### src/ssr_pkg.sv
// Shared constants, command codes and helpers for the status register bank
package ssr_pkg;
    // Widths and sizes
    localparam int GROUPS = 11;
    localparam int REG_W = 16;
    localparam int GRP_W = 4;
    localparam int OP_W = 4;
    localparam int BYTE_W = 8;
    localparam int QUEUE_DEPTH = 8;
    localparam logic [3:0] GROUP_COUNT = 4'hb;

    // Field masks and preset values
    localparam logic [15:0] LOW15_MASK = 16'h7fff;
    localparam logic [15:0] PTR_PRESET = 16'h7fff;
    localparam logic [15:0] NTR_PRESET = 16'h0000;
    localparam logic [15:0] EN_PRESET = 16'h0000;
    localparam logic [15:0] ZERO16 = 16'h0000;
    localparam logic [7:0] ZERO8 = 8'h00;
    localparam logic QEN_PRESET = 1'b1;

    // Status group indices
    localparam logic [3:0] GRP_DEV = 4'h0;
    localparam logic [3:0] GRP_OPER = 4'h1;
    localparam logic [3:0] GRP_QUES = 4'h8;

    // Status byte bit positions
    localparam int STB_QUEUE_BIT = 2;
    localparam int STB_QUES_BIT = 3;
    localparam int STB_ESB_BIT = 5;
    localparam int STB_RQS_BIT = 6;
    localparam int STB_OPER_BIT = 7;

    // Command codes; any other code acts as an event query
    typedef enum logic [3:0] {
        OP_EVENT_RD = 4'h0,
        OP_COND_RD = 4'h1,
        OP_EN_WR = 4'h2,
        OP_EN_RD = 4'h3,
        OP_NTR_WR = 4'h4,
        OP_NTR_RD = 4'h5,
        OP_PTR_WR = 4'h6,
        OP_PTR_RD = 4'h7,
        OP_ESE_WR = 4'h8,
        OP_ESE_RD = 4'h9,
        OP_SRE_WR = 4'ha,
        OP_SRE_RD = 4'hb,
        OP_SESR_RD = 4'hc,
        OP_STB_RD = 4'hd,
        OP_QEN_WR = 4'he,
        OP_QUEUE_RD = 4'hf
    } ssr_op_t;

    // Keep the low 15 bits, bit 15 forced to zero
    function automatic logic [15:0] ssr_low15(input logic [15:0] v);
        return v & LOW15_MASK;
    endfunction
endpackage

### src/ssr_status_bank.sv
// Status subsystem: eleven register sets, IEEE status registers and error queue
//
// Functional notes
// - Condition query returns current bits 0..14 and leaves them unchanged.
// - Event query returns latched bits, then clears that event register.
// - Access naming no register of a group acts as an event query.
// - Enable mask write stores low 15 bits; bit 15 stays zero.
// - Falling filter write stores low 15 bits; bit 15 stays zero.
// - Rising filter write stores low 15 bits; bit 15 held at zero.
// - Enable mask read returns stored 15-bit value.
// - Falling filter read returns stored 15-bit value.
// - Filters and masks preset at power-on and status preset only.
// - Event registers cleared by event query, clear-status and power-on only.
// - Queue enable preset at power-on/preset; queue emptied by clear-status/power-on.
// - Standard event enable and service request enable cleared only at power-on.
// - Standard event status and status byte cleared by clear-status and power-on.
// - Group number selects which register set a command reaches.
// - Event bit latches on filtered falling or rising condition edge.
`timescale 1ns/10ps
module ssr_status_bank #(
    parameter int QDEPTH = ssr_pkg::QUEUE_DEPTH
) (
    // Clock and power-on reset
    input wire logic ref_clk,
    input wire logic reset,
    // Command from the controller
    input wire logic cmd_valid,
    input wire logic [3:0] cmd_group,
    input wire logic [3:0] cmd_op,
    input wire logic [15:0] cmd_wdata,
    // Response to the controller
    output logic rsp_valid,
    output logic [15:0] rsp_data,
    output logic rsp_bad_group,
    // Common status events
    input wire logic clear_status,
    input wire logic status_preset,
    // Status sources
    input wire logic [15:0] cond_in [ssr_pkg::GROUPS],
    input wire logic [7:0] std_event_set,
    input wire logic err_push,
    input wire logic [15:0] err_code,
    // Status outputs
    output logic [ssr_pkg::GROUPS-1:0] group_summary,
    output logic [7:0] status_byte,
    output logic service_request
);
    localparam int GW = ssr_pkg::GRP_W;

    // Per-group state
    logic [15:0] grp_cond [ssr_pkg::GROUPS];
    logic [15:0] grp_event [ssr_pkg::GROUPS];
    logic [15:0] grp_mask [ssr_pkg::GROUPS];
    logic [15:0] grp_ntr [ssr_pkg::GROUPS];
    logic [15:0] grp_ptr [ssr_pkg::GROUPS];
    logic [ssr_pkg::GROUPS-1:0] grp_sum;

    // Decode
    ssr_pkg::ssr_op_t op_kind;
    logic known_op, grp_ok, set_op;
    logic [15:0] sel_cond, sel_event, sel_mask, sel_ntr, sel_ptr;

    // IEEE registers, queue enable and response
    logic [7:0] ese_ff, nxt_ese, sre_ff, nxt_sre;
    logic [7:0] sesr_ff, nxt_sesr, stb_ff, nxt_stb;
    logic qen_ff, nxt_qen;
    logic rsp_valid_ff, nxt_rsp_valid, rsp_bad_ff, nxt_rsp_bad;
    logic [15:0] rsp_data_ff, nxt_rsp_data;

    // Queue
    logic [15:0] q_head;
    logic q_empty, q_pop, q_push;

    // Command code decode; unknown codes fall back to an event query
    always_comb begin
        op_kind = ssr_pkg::OP_EVENT_RD;
        known_op = 1'b1;
        case (cmd_op)
            ssr_pkg::OP_COND_RD: op_kind = ssr_pkg::OP_COND_RD;
            ssr_pkg::OP_EN_WR: op_kind = ssr_pkg::OP_EN_WR;
            ssr_pkg::OP_EN_RD: op_kind = ssr_pkg::OP_EN_RD;
            ssr_pkg::OP_NTR_WR: op_kind = ssr_pkg::OP_NTR_WR;
            ssr_pkg::OP_NTR_RD: op_kind = ssr_pkg::OP_NTR_RD;
            ssr_pkg::OP_PTR_WR: op_kind = ssr_pkg::OP_PTR_WR;
            ssr_pkg::OP_PTR_RD: op_kind = ssr_pkg::OP_PTR_RD;
            ssr_pkg::OP_ESE_WR: op_kind = ssr_pkg::OP_ESE_WR;
            ssr_pkg::OP_ESE_RD: op_kind = ssr_pkg::OP_ESE_RD;
            ssr_pkg::OP_SRE_WR: op_kind = ssr_pkg::OP_SRE_WR;
            ssr_pkg::OP_SRE_RD: op_kind = ssr_pkg::OP_SRE_RD;
            ssr_pkg::OP_SESR_RD: op_kind = ssr_pkg::OP_SESR_RD;
            ssr_pkg::OP_STB_RD: op_kind = ssr_pkg::OP_STB_RD;
            ssr_pkg::OP_QEN_WR: op_kind = ssr_pkg::OP_QEN_WR;
            ssr_pkg::OP_QUEUE_RD: op_kind = ssr_pkg::OP_QUEUE_RD;
            ssr_pkg::OP_EVENT_RD: op_kind = ssr_pkg::OP_EVENT_RD;
            default: begin
                op_kind = ssr_pkg::OP_EVENT_RD;
                known_op = 1'b0;
            end
        endcase
        // Only register set commands need a group number
        set_op = (op_kind <= ssr_pkg::OP_PTR_RD);
        grp_ok = (cmd_group < ssr_pkg::GROUP_COUNT);
    end

    // Selected group's registers; an out-of-range group reads zero
    always_comb begin
        sel_cond = ssr_pkg::ZERO16;
        sel_event = ssr_pkg::ZERO16;
        sel_mask = ssr_pkg::ZERO16;
        sel_ntr = ssr_pkg::ZERO16;
        sel_ptr = ssr_pkg::ZERO16;
        if (grp_ok) begin
            sel_cond = grp_cond[cmd_group];
            sel_event = grp_event[cmd_group];
            sel_mask = grp_mask[cmd_group];
            sel_ntr = grp_ntr[cmd_group];
            sel_ptr = grp_ptr[cmd_group];
        end
    end

    // One register set per status group, each steered by its own strobes
    for (genvar g = 0; g < ssr_pkg::GROUPS; g++) begin : g_set
        logic hit;
        assign hit = cmd_valid && grp_ok && (cmd_group == GW'(g));
        ssr_reg_set u_set (
            .ref_clk(ref_clk),
            .reset(reset),
            .cond_in(cond_in[g]),
            .wr_mask(hit && op_kind == ssr_pkg::OP_EN_WR),
            .wr_ntr(hit && op_kind == ssr_pkg::OP_NTR_WR),
            .wr_ptr(hit && op_kind == ssr_pkg::OP_PTR_WR),
            .wdata(cmd_wdata),
            .evt_read(hit && op_kind == ssr_pkg::OP_EVENT_RD),
            .clear_status(clear_status),
            .status_preset(status_preset),
            .cond_q(grp_cond[g]),
            .event_q(grp_event[g]),
            .mask_q(grp_mask[g]),
            .ntr_q(grp_ntr[g]),
            .ptr_q(grp_ptr[g]),
            .summary_q(grp_sum[g])
        );
    end

    // Queue fills only while enabled; a read drains one entry
    assign q_push = err_push && qen_ff;
    assign q_pop = cmd_valid && op_kind == ssr_pkg::OP_QUEUE_RD;

    ssr_err_queue #(
        .WIDTH(ssr_pkg::REG_W),
        .DEPTH(QDEPTH)
    ) u_queue (
        .ref_clk(ref_clk),
        .reset(reset),
        .push(q_push),
        .push_data(err_code),
        .pop(q_pop),
        .clear(clear_status),
        .head(q_head),
        .empty(q_empty),
        .full()
    );

    // IEEE status registers and queue enable
    always_comb begin
        nxt_ese = ese_ff;
        nxt_sre = sre_ff;
        nxt_qen = qen_ff;
        // Event and request enables are never touched by clear-status or preset; preset loads the queue enable
        if (cmd_valid && op_kind == ssr_pkg::OP_ESE_WR) nxt_ese = cmd_wdata[7:0];
        if (cmd_valid && op_kind == ssr_pkg::OP_SRE_WR) nxt_sre = cmd_wdata[7:0];
        if (status_preset) begin
            nxt_qen = ssr_pkg::QEN_PRESET;
        end else if (cmd_valid && op_kind == ssr_pkg::OP_QEN_WR) begin
            nxt_qen = cmd_wdata[0];
        end
        // Reading the event status register empties it; new events still land
        nxt_sesr = sesr_ff;
        if (clear_status || (cmd_valid && op_kind == ssr_pkg::OP_SESR_RD)) begin
            nxt_sesr = ssr_pkg::ZERO8;
        end
        nxt_sesr = nxt_sesr | std_event_set;
        // Status byte gathers summaries; rebuilt every cycle
        nxt_stb = ssr_pkg::ZERO8;
        nxt_stb[ssr_pkg::STB_QUEUE_BIT] = !q_empty;
        nxt_stb[ssr_pkg::STB_QUES_BIT] = grp_sum[ssr_pkg::GRP_QUES];
        nxt_stb[ssr_pkg::STB_ESB_BIT] = |(sesr_ff & ese_ff);
        nxt_stb[ssr_pkg::STB_OPER_BIT] = grp_sum[ssr_pkg::GRP_OPER];
        nxt_stb[ssr_pkg::STB_RQS_BIT] = |(nxt_stb & sre_ff);
        if (clear_status) nxt_stb = ssr_pkg::ZERO8;
    end

    // Power-on clears the IEEE registers and presets the queue enable
    always_ff @(posedge ref_clk) begin
        if (reset) begin
            ese_ff <= ssr_pkg::ZERO8;
            sre_ff <= ssr_pkg::ZERO8;
            sesr_ff <= ssr_pkg::ZERO8;
            stb_ff <= ssr_pkg::ZERO8;
            qen_ff <= ssr_pkg::QEN_PRESET;
        end else begin
            ese_ff <= nxt_ese;
            sre_ff <= nxt_sre;
            sesr_ff <= nxt_sesr;
            stb_ff <= nxt_stb;
            qen_ff <= nxt_qen;
        end
    end

    // Response for every accepted command, one edge later
    always_comb begin
        nxt_rsp_valid = cmd_valid;
        nxt_rsp_bad = cmd_valid && set_op && !grp_ok;
        nxt_rsp_data = rsp_data_ff;
        if (cmd_valid) begin
            case (op_kind)
                ssr_pkg::OP_COND_RD: nxt_rsp_data = ssr_pkg::ssr_low15(sel_cond);
                ssr_pkg::OP_EN_RD: nxt_rsp_data = ssr_pkg::ssr_low15(sel_mask);
                ssr_pkg::OP_NTR_RD: nxt_rsp_data = ssr_pkg::ssr_low15(sel_ntr);
                ssr_pkg::OP_PTR_RD: nxt_rsp_data = ssr_pkg::ssr_low15(sel_ptr);
                ssr_pkg::OP_EVENT_RD: nxt_rsp_data = ssr_pkg::ssr_low15(sel_event);
                ssr_pkg::OP_ESE_RD: nxt_rsp_data = {ssr_pkg::ZERO8, ese_ff};
                ssr_pkg::OP_SRE_RD: nxt_rsp_data = {ssr_pkg::ZERO8, sre_ff};
                ssr_pkg::OP_SESR_RD: nxt_rsp_data = {ssr_pkg::ZERO8, sesr_ff};
                ssr_pkg::OP_STB_RD: nxt_rsp_data = {ssr_pkg::ZERO8, stb_ff};
                // Empty queue answers zero, the no-error code
                ssr_pkg::OP_QUEUE_RD: nxt_rsp_data = q_empty ? ssr_pkg::ZERO16 : q_head;
                default: nxt_rsp_data = ssr_pkg::ZERO16; // Writes answer zero
            endcase
        end
    end

    always_ff @(posedge ref_clk) begin
        if (reset) begin
            rsp_valid_ff <= 1'b0;
            rsp_bad_ff <= 1'b0;
            rsp_data_ff <= ssr_pkg::ZERO16;
        end else begin
            rsp_valid_ff <= nxt_rsp_valid;
            rsp_bad_ff <= nxt_rsp_bad;
            rsp_data_ff <= nxt_rsp_data;
        end
    end

    // Outputs
    assign rsp_valid = rsp_valid_ff;
    assign rsp_data = rsp_data_ff;
    assign rsp_bad_group = rsp_bad_ff;
    assign group_summary = grp_sum;
    assign status_byte = stb_ff;
    assign service_request = stb_ff[ssr_pkg::STB_RQS_BIT];

    rsp_timing_a: assert property (@(posedge ref_clk) disable iff (reset)
        cmd_valid |=> rsp_valid_ff ##1 (rsp_valid_ff == $past(cmd_valid)))
        else $error("response not one cycle after command");
    group_route_a: assert property (@(posedge ref_clk) disable iff (reset)
        cmd_valid && set_op && !grp_ok |=> rsp_bad_ff && rsp_data_ff[15] == 1'b0)
        else $error("bad group not flagged");
    cond_read_a: assert property (@(posedge ref_clk) disable iff (reset)
        cmd_valid && grp_ok && op_kind == ssr_pkg::OP_COND_RD
        |=> rsp_data_ff == ssr_pkg::ssr_low15($past(sel_cond)) && !rsp_bad_ff)
        else $error("condition read wrong");
    default_op_a: assert property (@(posedge ref_clk) disable iff (reset)
        cmd_valid && grp_ok && (!known_op || op_kind == ssr_pkg::OP_EVENT_RD)
        |=> rsp_data_ff == ssr_pkg::ssr_low15($past(sel_event)))
        else $error("unknown code not an event query");
    enable_read_a: assert property (@(posedge ref_clk) disable iff (reset)
        cmd_valid && grp_ok && op_kind == ssr_pkg::OP_EN_RD
        |=> rsp_data_ff == $past(sel_mask) && !rsp_data_ff[15])
        else $error("enable read wrong");
    ntr_read_a: assert property (@(posedge ref_clk) disable iff (reset)
        cmd_valid && grp_ok && op_kind == ssr_pkg::OP_NTR_RD
        |=> rsp_data_ff == $past(sel_ntr) && !rsp_data_ff[15])
        else $error("falling filter read wrong");
    ese_hold_a: assert property (@(posedge ref_clk) disable iff (reset)
        !(cmd_valid && op_kind == ssr_pkg::OP_ESE_WR) |=> ese_ff == $past(ese_ff))
        else $error("event enable changed without write");
    sesr_clear_a: assert property (@(posedge ref_clk) disable iff (reset)
        clear_status && std_event_set == ssr_pkg::ZERO8
        |=> sesr_ff == ssr_pkg::ZERO8 && stb_ff == ssr_pkg::ZERO8)
        else $error("clear status left standard status");
    queue_clear_a: assert property (@(posedge ref_clk) disable iff (reset)
        clear_status && !err_push |=> q_empty)
        else $error("clear status left queue entries");
endmodule // ssr_status_bank

### src/ssr_reg_set.sv
// One status register set: condition, transition filters, event and enable mask
`timescale 1ns/10ps
module ssr_reg_set #(
    parameter logic [15:0] PTR_INIT = ssr_pkg::PTR_PRESET,
    parameter logic [15:0] NTR_INIT = ssr_pkg::NTR_PRESET,
    parameter logic [15:0] EN_INIT = ssr_pkg::EN_PRESET
) (
    // Clock and power-on reset
    input wire logic ref_clk,
    input wire logic reset,
    // Live condition bits
    input wire logic [15:0] cond_in,
    // Register writes
    input wire logic wr_mask,
    input wire logic wr_ntr,
    input wire logic wr_ptr,
    input wire logic [15:0] wdata,
    // Event controls
    input wire logic evt_read,
    input wire logic clear_status,
    input wire logic status_preset,
    // Register state
    output logic [15:0] cond_q,
    output logic [15:0] event_q,
    output logic [15:0] mask_q,
    output logic [15:0] ntr_q,
    output logic [15:0] ptr_q,
    output logic summary_q
);
    logic [15:0] cond_ff, nxt_cond, event_ff, nxt_event;
    logic [15:0] mask_ff, nxt_mask, ntr_ff, nxt_ntr, ptr_ff, nxt_ptr;
    logic summary_ff, nxt_summary;
    logic [15:0] rise, fall, hits;

    // Edge filtering, sticky events, filter and mask updates
    always_comb begin
        rise = cond_in & ~cond_ff;
        fall = ~cond_in & cond_ff;
        hits = ssr_pkg::ssr_low15((rise & ptr_ff) | (fall & ntr_ff));
        nxt_cond = ssr_pkg::ssr_low15(cond_in);
        nxt_event = event_ff;
        if (evt_read || clear_status) begin
            nxt_event = ssr_pkg::ZERO16;
        end
        nxt_event = nxt_event | hits; // New edge beats the clear
        nxt_mask = mask_ff;
        nxt_ntr = ntr_ff;
        nxt_ptr = ptr_ff;
        if (status_preset) begin
            nxt_mask = EN_INIT;
            nxt_ntr = NTR_INIT;
            nxt_ptr = PTR_INIT;
        end else begin
            if (wr_mask) nxt_mask = ssr_pkg::ssr_low15(wdata);
            if (wr_ntr) nxt_ntr = ssr_pkg::ssr_low15(wdata);
            if (wr_ptr) nxt_ptr = ssr_pkg::ssr_low15(wdata);
        end
        // Built from next values so it lines up with the event register
        nxt_summary = |(nxt_event & nxt_mask);
    end

    // Power-on clears events and presets filters and mask
    always_ff @(posedge ref_clk) begin
        if (reset) begin
            cond_ff <= ssr_pkg::ZERO16;
            event_ff <= ssr_pkg::ZERO16;
            mask_ff <= EN_INIT;
            ntr_ff <= NTR_INIT;
            ptr_ff <= PTR_INIT;
            summary_ff <= 1'b0;
        end else begin
            cond_ff <= nxt_cond;
            event_ff <= nxt_event;
            mask_ff <= nxt_mask;
            ntr_ff <= nxt_ntr;
            ptr_ff <= nxt_ptr;
            summary_ff <= nxt_summary;
        end
    end

    assign cond_q = cond_ff;
    assign event_q = event_ff;
    assign mask_q = mask_ff;
    assign ntr_q = ntr_ff;
    assign ptr_q = ptr_ff;
    assign summary_q = summary_ff;

    mask_write_a: assert property (@(posedge ref_clk) disable iff (reset)
        wr_mask && !status_preset |=> mask_ff == ssr_pkg::ssr_low15($past(wdata)))
        else $error("enable mask write wrong");
    ntr_write_a: assert property (@(posedge ref_clk) disable iff (reset)
        wr_ntr && !status_preset |=> ntr_ff == ssr_pkg::ssr_low15($past(wdata)))
        else $error("falling filter write wrong");
    ptr_write_a: assert property (@(posedge ref_clk) disable iff (reset)
        wr_ptr && !status_preset |=> ptr_ff == ssr_pkg::ssr_low15($past(wdata)))
        else $error("rising filter write wrong");
    event_clear_a: assert property (@(posedge ref_clk) disable iff (reset)
        evt_read && hits == ssr_pkg::ZERO16 |=> event_ff == ssr_pkg::ZERO16)
        else $error("event query did not clear");
    cls_clear_a: assert property (@(posedge ref_clk) disable iff (reset)
        clear_status && hits == ssr_pkg::ZERO16 |=> event_ff == ssr_pkg::ZERO16)
        else $error("clear status left events");
    edge_latch_a: assert property (@(posedge ref_clk) disable iff (reset)
        (cond_in[0] && !cond_ff[0] && ptr_ff[0]) |=> event_ff[0] ##1 event_ff[0] || evt_read
        || clear_status || $past(evt_read) || $past(clear_status))
        else $error("rising edge not latched");
    event_sticky_a: assert property (@(posedge ref_clk) disable iff (reset)
        !evt_read && !clear_status |=> (event_ff & $past(event_ff)) == $past(event_ff))
        else $error("event bit dropped");
    preset_value_a: assert property (@(posedge ref_clk) disable iff (reset)
        status_preset |=> ptr_ff == PTR_INIT && ntr_ff == NTR_INIT && mask_ff == EN_INIT)
        else $error("status preset wrong");
endmodule // ssr_reg_set

### src/ssr_err_queue.sv
// Error and event queue with clear, drop on full
`timescale 1ns/10ps
module ssr_err_queue #(
    parameter int WIDTH = ssr_pkg::REG_W,
    parameter int DEPTH = ssr_pkg::QUEUE_DEPTH
) (
    // Clock and power-on reset
    input wire logic ref_clk,
    input wire logic reset,
    // Fill and drain
    input wire logic push,
    input wire logic [WIDTH-1:0] push_data,
    input wire logic pop,
    input wire logic clear,
    // State
    output logic [WIDTH-1:0] head,
    output logic empty,
    output logic full
);
    localparam int AW = (DEPTH > 1) ? $clog2(DEPTH) : 1;
    localparam logic [AW:0] FULL_CNT = (AW + 1)'(DEPTH);
    localparam logic [AW-1:0] LAST_PTR = AW'(DEPTH - 1);
    logic [WIDTH-1:0] mem_ff [DEPTH];
    logic [WIDTH-1:0] nxt_mem [DEPTH];
    logic [AW-1:0] rd_ff, nxt_rd, wr_ff, nxt_wr;
    logic [AW:0] cnt_ff, nxt_cnt;
    logic do_push, do_pop;

    function automatic logic [AW-1:0] step(input logic [AW-1:0] p);
        return (p == LAST_PTR) ? '0 : p + 1'b1;
    endfunction

    // A push in the clearing cycle survives as the only entry
    always_comb begin
        nxt_mem = mem_ff;
        do_pop = pop && !empty && !clear;
        do_push = push && (clear || !full);
        nxt_rd = clear ? '0 : (do_pop ? step(rd_ff) : rd_ff);
        nxt_wr = clear ? '0 : wr_ff;
        nxt_cnt = clear ? '0 : (do_pop ? cnt_ff - 1'b1 : cnt_ff);
        if (do_push) begin
            nxt_mem[nxt_wr] = push_data;
            nxt_wr = step(nxt_wr);
            nxt_cnt = nxt_cnt + 1'b1;
        end
    end

    // Storage holds no reset; only pointers and count need one
    always_ff @(posedge ref_clk) begin
        mem_ff <= nxt_mem;
    end

    always_ff @(posedge ref_clk) begin
        if (reset) begin
            rd_ff <= '0;
            wr_ff <= '0;
            cnt_ff <= '0;
        end else begin
            rd_ff <= nxt_rd;
            wr_ff <= nxt_wr;
            cnt_ff <= nxt_cnt;
        end
    end

    assign head = mem_ff[rd_ff];
    assign empty = (cnt_ff == '0);
    assign full = (cnt_ff == FULL_CNT);
endmodule // ssr_err_queue

### config.mk
export PLATFORM = sky130hd
export DESIGN_NAME = ssr_status_bank
export DESIGN_NICKNAME = d
export VERILOG_FILES = /design/src/ssr_pkg.sv /design/src/ssr_status_bank.sv /design/src/ssr_reg_set.sv /design/src/ssr_err_queue.sv
export SDC_FILE = /design/constraint.sdc
export NUM_CORES = 2
export LEC_CHECK = 0
export BUFFER_PORTS_ARGS = -buffer_cell sky130_fd_sc_hd__buf_2
export CAP_MARGIN = 20
export CORE_MARGIN = 3
export CORE_UTILIZATION = 25
export CTS_BUF_LIST = sky130_fd_sc_hd__clkbuf_8 sky130_fd_sc_hd__clkbuf_16
export DETAILED_ROUTE_END_ITERATION = 6
export GPL_ROUTABILITY_DRIVEN = 1
export SLEW_MARGIN = 20
export SYNTH_ARGS = -nofsm -noshare
export SYNTH_HDL_FRONTEND = slang
export SYNTH_SLANG_ARGS = --single-unit
### constraint.sdc
create_clock -name ref_clk -period 4.55 [get_ports ref_clk]
set_input_delay 0.6825 -clock ref_clk [delete_from_list [all_inputs] [get_ports ref_clk]]
set_output_delay 0.6825 -clock ref_clk [all_outputs]
set_load 0.005 [all_outputs]
After elaboration in Yosys (flattened, before gate mapping):

Memories as Yosys holds them, arrays and structs flattened.
Cells that the tools add are included.

* eq/ne operators: 28
* mux-type cells: 69
* order comparisons: 6
* bitwise logic cells: 105
* add/sub/neg operators: 4
* reduce and logical (&&, ||, !) cells: 103

Operator list (count)
* 15-bit AND: 44
* 16-bit two-way mux: 37
* 15-bit NOT: 22
* 16-bit binary-select mux with 4-bit select: 5
* 15-bit two-way mux: 15
* 16-bit AND: 11
* 16-bit by 15-bit OR with 16-bit output: 11
* 16-bit OR reduction: 11
* 15-bit OR: 11
* 16-bit one-hot mux with 10 select lines: 1
* 128-bit bitwise mux: 1
* 1-bit logical AND: 68
* 16-bit binary-select mux with 3-bit select: 1
* 16-bit demux with 3-bit select: 1
* 4-bit == test, second input constant: 12
* 4-bit by 3-bit == test with 1-bit output, second input constant: 8
* 8-bit AND: 2
* 4-bit by 2-bit == test with 1-bit output, second input constant: 4
* 8-bit OR reduction: 2
* 1-bit logical OR: 13
* 4-bit logical NOT: 3
* 3-bit two-way mux: 4
* 4-bit two-way mux: 3
* 4-bit by 1-bit == test with 1-bit output, second input constant: 2
* other kinds (15): 23

* register bits: 1047
* output and inout port bits: 38
* input bits: 230
* logic and storage cells: 402
* memories kept: 1
* bits in read-only memories: 64

Memory list
* (no name shown): depth 16, width 4, rd ports 1, clocked after Yosys merged registers in 0, write ports 0, RTL line ssr_status_bank.sv:78 `case (cmd_op)`

Depth between registers and ports, before layout:

* depth after elaboration: 9
* mapped depth: 11
* depth with buffers taken out: 10

Cells and area by module:

A second synthesis with hierarchy kept.

* cell total of the unflattened synthesis: 4439
* area total of the unflattened synthesis: 47888.4 um^2

Modules (own cells, without submodules)
* ssr_reg_set: cells each 290, times used 11, area an instance 3001.6 um^2, seq. area each 1561.5 um^2
* ssr_status_bank: cells each 972, times used 1, area an instance 9305.2 um^2, seq. area each 960.9 um^2
* ssr_err_queue: cells each 277, times used 1, area an instance 5565.3 um^2, seq. area each 4043.9 um^2

Worst setup path before layout:

No wires, ideal clock.

* path kind: input -> register
* start point: input port clear_status
* end point: register u_queue.mem_ff[112] (netlist name), enable pin
* path slack: 1.036 ns
* data arrival time: 3.104 ns
* path buffers: 3
* setup time: 0.409 ns
* stages: 6
* path through: clkbuf_1 -> clkbuf_1 -> clkbuf_1 -> nor2b_1 -> or3_1 -> nor3_1

* longest elaborated chain between the ends: 2

RTL lines
* from (decl): RTL line ssr_status_bank.sv:36 `input wire logic clear_status,`
* 1-bit logical OR: RTL line ssr_err_queue.sv:37 `do_push = push && (clear || !full);`
* 1-bit logical AND: RTL line ssr_err_queue.sv:37
* to (signal assigned): RTL line ssr_err_queue.sv:50 `mem_ff <= nxt_mem;`
* to (decl): RTL line ssr_err_queue.sv:23 `logic [WIDTH-1:0] mem_ff [DEPTH];`

Every way passes these cells.
A chain may end at the register's enable or synchronous reset.

Worst setup path after layout:

* start point: input port cmd_group[2]
* end point: register g_set[2].u_set.summary_ff

* longest elaborated chain between the ends: 9

RTL lines
* from (decl): RTL line ssr_status_bank.sv:28 `input wire logic [3:0] cmd_group,`
* 4-bit < comparator: RTL line ssr_status_bank.sv:102 `grp_ok = (cmd_group < ssr_pkg::GROUP_COUNT);`
* 1-bit logical AND: RTL line ssr_status_bank.sv:124 `assign hit = cmd_valid && grp_ok && (cmd_group == GW'(g));`
* 1-bit logical AND (*): RTL line ssr_status_bank.sv:124
* 1-bit logical AND: RTL line ssr_status_bank.sv:133 `.evt_read(hit && op_kind == ssr_pkg::OP_EVENT_RD),`
* 1-bit logical OR: RTL line ssr_reg_set.sv:42 `if (evt_read || clear_status) begin`
* 16-bit two-way mux: RTL line ssr_reg_set.sv:42
* 16-bit by 15-bit OR with 16-bit output: RTL line ssr_reg_set.sv:45 `nxt_event = nxt_event | hits;`
* 16-bit AND (*): RTL line ssr_reg_set.sv:59 `nxt_summary = |(nxt_event & nxt_mask);`
* 16-bit OR reduction (*): RTL line ssr_reg_set.sv:59
* to (signal assigned): RTL line ssr_reg_set.sv:77 `summary_ff <= nxt_summary;`
* to (decl): RTL line ssr_reg_set.sv:32 `logic summary_ff, nxt_summary;`

Every way passes the cells marked *; elsewhere a longest branch is shown, timed or not.

==> run metrics <==
IO Pins between 200 and 300; Seq/Total Area, Yosys 0.474; Async SR Flop Fraction 0; cell area after synthesis 46800 um2; die width 439 um; # placed instances ~7600; Hold Path Depth 2; R2R cell count 6; Max-slew headroom 0.261; Num CTS Buffers 114; biggest area consumer among synthesized cells dfxtp_1; post_cts resized 0; Tmin final 3.06 ns; TNS Setup 0 ns; r2r startpoint u_queue.rd_ff[1]; Worst Hold Class input pin to flip-flop; status completed; pin count of the biggest net entering global routing around 170; H-tree Lvls 3; Gate Count Post-Synth roughly 5100; Global Route Usage Sum 0.222; Post-CTS Setup Bufs 0; Fin. Hold Viols 0; Final HPWL DP ~160000 um; synthesized area per cell between 9 and 10 um2; fin nets approximately 5500; reg2reg end rsp_data[5]; area delta synth->final 17.7%; global placer's final weighted congestion roughly 1.0; Die H approximately 440 um; final cell count without fillers 7846; CTS max path bufs 3; RSZ-0062 raised after global routing no; Worst-Skew Late Latency between 0.7 and 0.8 ns; DR pass1 iterations 6; Vias/cell roughly 5.5; CP peak stage delay just under 0.6 ns; pwr dens 385 nW/um2; fmax between 0.3 and 0.4 GHz; FF-to-FF setup slack 1.78 ns; CTS Hold Bufs 0; Setup-failing EPs final 0; Rows 158; Final ANT Viol Nets 0; top post-synthesis cells by area dfxtp_1, nand2_1, mux4_2; slowest stage cell, crit path nor4_1; root buf cell clkbuf_16; max-cap viol count 0; DR WL/cell around 28 um; TritonCTS clock tree built; Final Max Slew Viols 0; hold wc startpoint cond_in[38]; routed wire length 224000 um; Fin Clk Skew about 0.03 ns; WP data required between 5 and 6 ns; Iter 0 DRT Violations between 5000 and 6000; number of synthesized flops with an enable pin about 130; Worst IR Drop VDD 0.289 mV; drc violations 0; crit path cell chain buf_4 -> buf_4 -> and3b_1 -> a31oi_2 -> buf_4 -> a21oi_1 -> o22a_1 -> o221ai_1 -> nor4_1 -> a41oi_1; Worst Hold End g_set[8].u_set.cond_q[6]; worst-path maximum fanout 18; #FFs+latches synth 1044; top cell type's share of synthesized area 0.392; initial antenna violation count 47; Synth Warn # 0; layout cell share with drive strength beyond 1 0.151; Clock transition at path regs about 0.060 ns; Die ar. 193000 um2; CP startpoint kind input pin; CP startpoint cmd_group[2]; leakage power around 20 nW; Crit Path Class input pin to flip-flop; critical path's most frequent cell buf_4; Tcrit/Tclk final 0.672; Port Buffers between 200 and 300; WP data arrival 3.64 ns; first-pass GRT wire length 305000 um; vias roughly 43000; total global routing overflow 0; Synth cell types just under 70; vias in the first global route 39600; CP endpoint kind flip-flop; Synth Flop Type dfxtp_1; Core Footprint 186000 um2; CTS Sinks approximately 1000; Initial Util 0.252; Slew @ Worst Pin ~1.1 ns
==> layout by cell type, fill, tap and decap left out, types with 12 or more instances in the layout <==
master	Yosys	layout
nand2b_1	28	27
a31oi_1	25	18
diode_2	0	26
nor2b_1	234	233
o22ai_1	94	94
a221oi_1	45	45
o21ai_0	213	213
nand3_1	94	94
a222oi_1	16	16
buf_2	38	248
mux4_2	182	182
nand3b_1	165	165
and3_1	21	21
nand2_1	1105	1105
a22oi_1	49	49
clkbuf_16	0	118
clkbuf_8	0	22
nor2_1	317	316
a21oi_1	496	496
buf_4	16	152
edfxtp_1	128	128
a21o_1	36	36
inv_1	26	55
clkinv_2	0	16
nor4_1	23	22
mux2i_1	200	200
dfxtp_1	916	915
buf_12	0	12
o211ai_1	144	144
==> sequential cells by signal (all words and copies together) (netlist names), 5 cells and up <==
register / cells
g_set.u_set.cond_q: 165
g_set.u_set.ntr_q: 165
status_byte: 5
g_set.u_set.ptr_q: 165
ese_ff: 8
g_set.u_set.mask_q: 176
rsp_data: 16
u_queue.mem_ff: 128
g_set.u_set.summary_q: 11
g_set.u_set.event_q: 176
sesr_ff: 8
sre_ff: 8
==> how the worst max path moves through the flow <==
stage                                to  slack, ns  cells past startpoint
6_report       g_set[2].u_set.summary_q       1.49                     10
5_1_grt        g_set[2].u_set.summary_q       1.45                     10
4_1_cts        g_set[9].u_set.summary_q       1.62                      8
3_5_place_dp   g_set[2].u_set.summary_q       0.83                     10
3_3_place_gp   g_set[9].u_set.summary_q       0.83                      8
2_1_floorplan       u_queue.mem_ff[112]       1.04                      6
==> logic make-up (layout without fill, tap and decap cells) <==
family | count (synthesis) | in the layout | synth area share
fa+ha+maj | 7 | 7 | 0.00187
compound gates | 1201 | 1201 | 0.156
mux | 382 | 382 | 0.130
xor+xnor | 6 | 6 | 0.00112
buf+inv | 420 | 649 | 0.0360
simple gates | 2048 | 2048 | 0.201
flops | 1044 | 1044 | 0.474
other cells | 1 | 29 | 0.0000801
==> critical path: cells and delay by family <==
family	cells	cell delay, ns
AOI/OAI and AO/OA	5	1.14
and+or+nand+nor	2	1.10
buffers and inverters	3	0.69
==> final cells by class <==
cell class	count	area, um2
clock inverter	66	624
tap	2480	3100
multi-input combinational	3647	23100
clock buffer	140	3260
fill	19500	131000
inverter	28	105
sequential	1044	22200
timing repair buffer	415	2670
antenna	26	65.1
==> cells in the mapped netlist, drive strengths merged, types with 9 or more instances <==
cell type	n
o211ai	144
a21o	36
nand2b	28
nor2b	234
mux4	182
dfxtp	916
nor4	24
and3	21
a222oi	16
o21ai	214
inv	26
nor3	14
a31oi	26
clkbuf	311
edfxtp	128
nor2	317
nand3	94
a221o	10
o2111ai	9
a221oi	45
a22o	10
nand3b	165
nand4b	9
buf	81
o22ai	94
a22oi	49
a21oi	496
nand2	1105
mux2i	200
==> per-layer routing <==
layer	vias up	GRT usage	routed length, um
met1	21200	0.271	83700
met4	6	0.161	18500
met5	-	0	37
met3	605	0.0474	21900
li1	18500	-	-
met2	2656	0.345	99400
==> metrics by stage <==
stage | worst slack [ns] | power, mW | hold slack (ns) | utilization | instance area, um2
5_1_grt | 1.45 | 21.7 | 0.172 | 0.296 | 55100
4_1_cts | 1.62 | 21.3 | 0.141 | 0.296 | 55000
3_3_place_gp | 0.830 | 11.7 | 0.418 | 0.275 | 51100
6_report | 1.49 | 21.2 | 0.171 | 0.297 | 55100
2_1_floorplan | 1.04 | 10.8 | 0.409 | - | 46800
3_5_place_dp | 0.828 | 11.7 | 0.421 | 0.275 | 51100
==> power breakdown <==
group | internal [mW] | switching (mW) | total [mW] | leakage [nW]
registers | 9.53 | 0.149 | 9.68 | 8.64
logic | 0.577 | 1.34 | 1.92 | 9.38
clock network | 5.60 | 4.04 | 9.65 | 2.01
No activity file was read; power rests on OpenSTA's default activity.
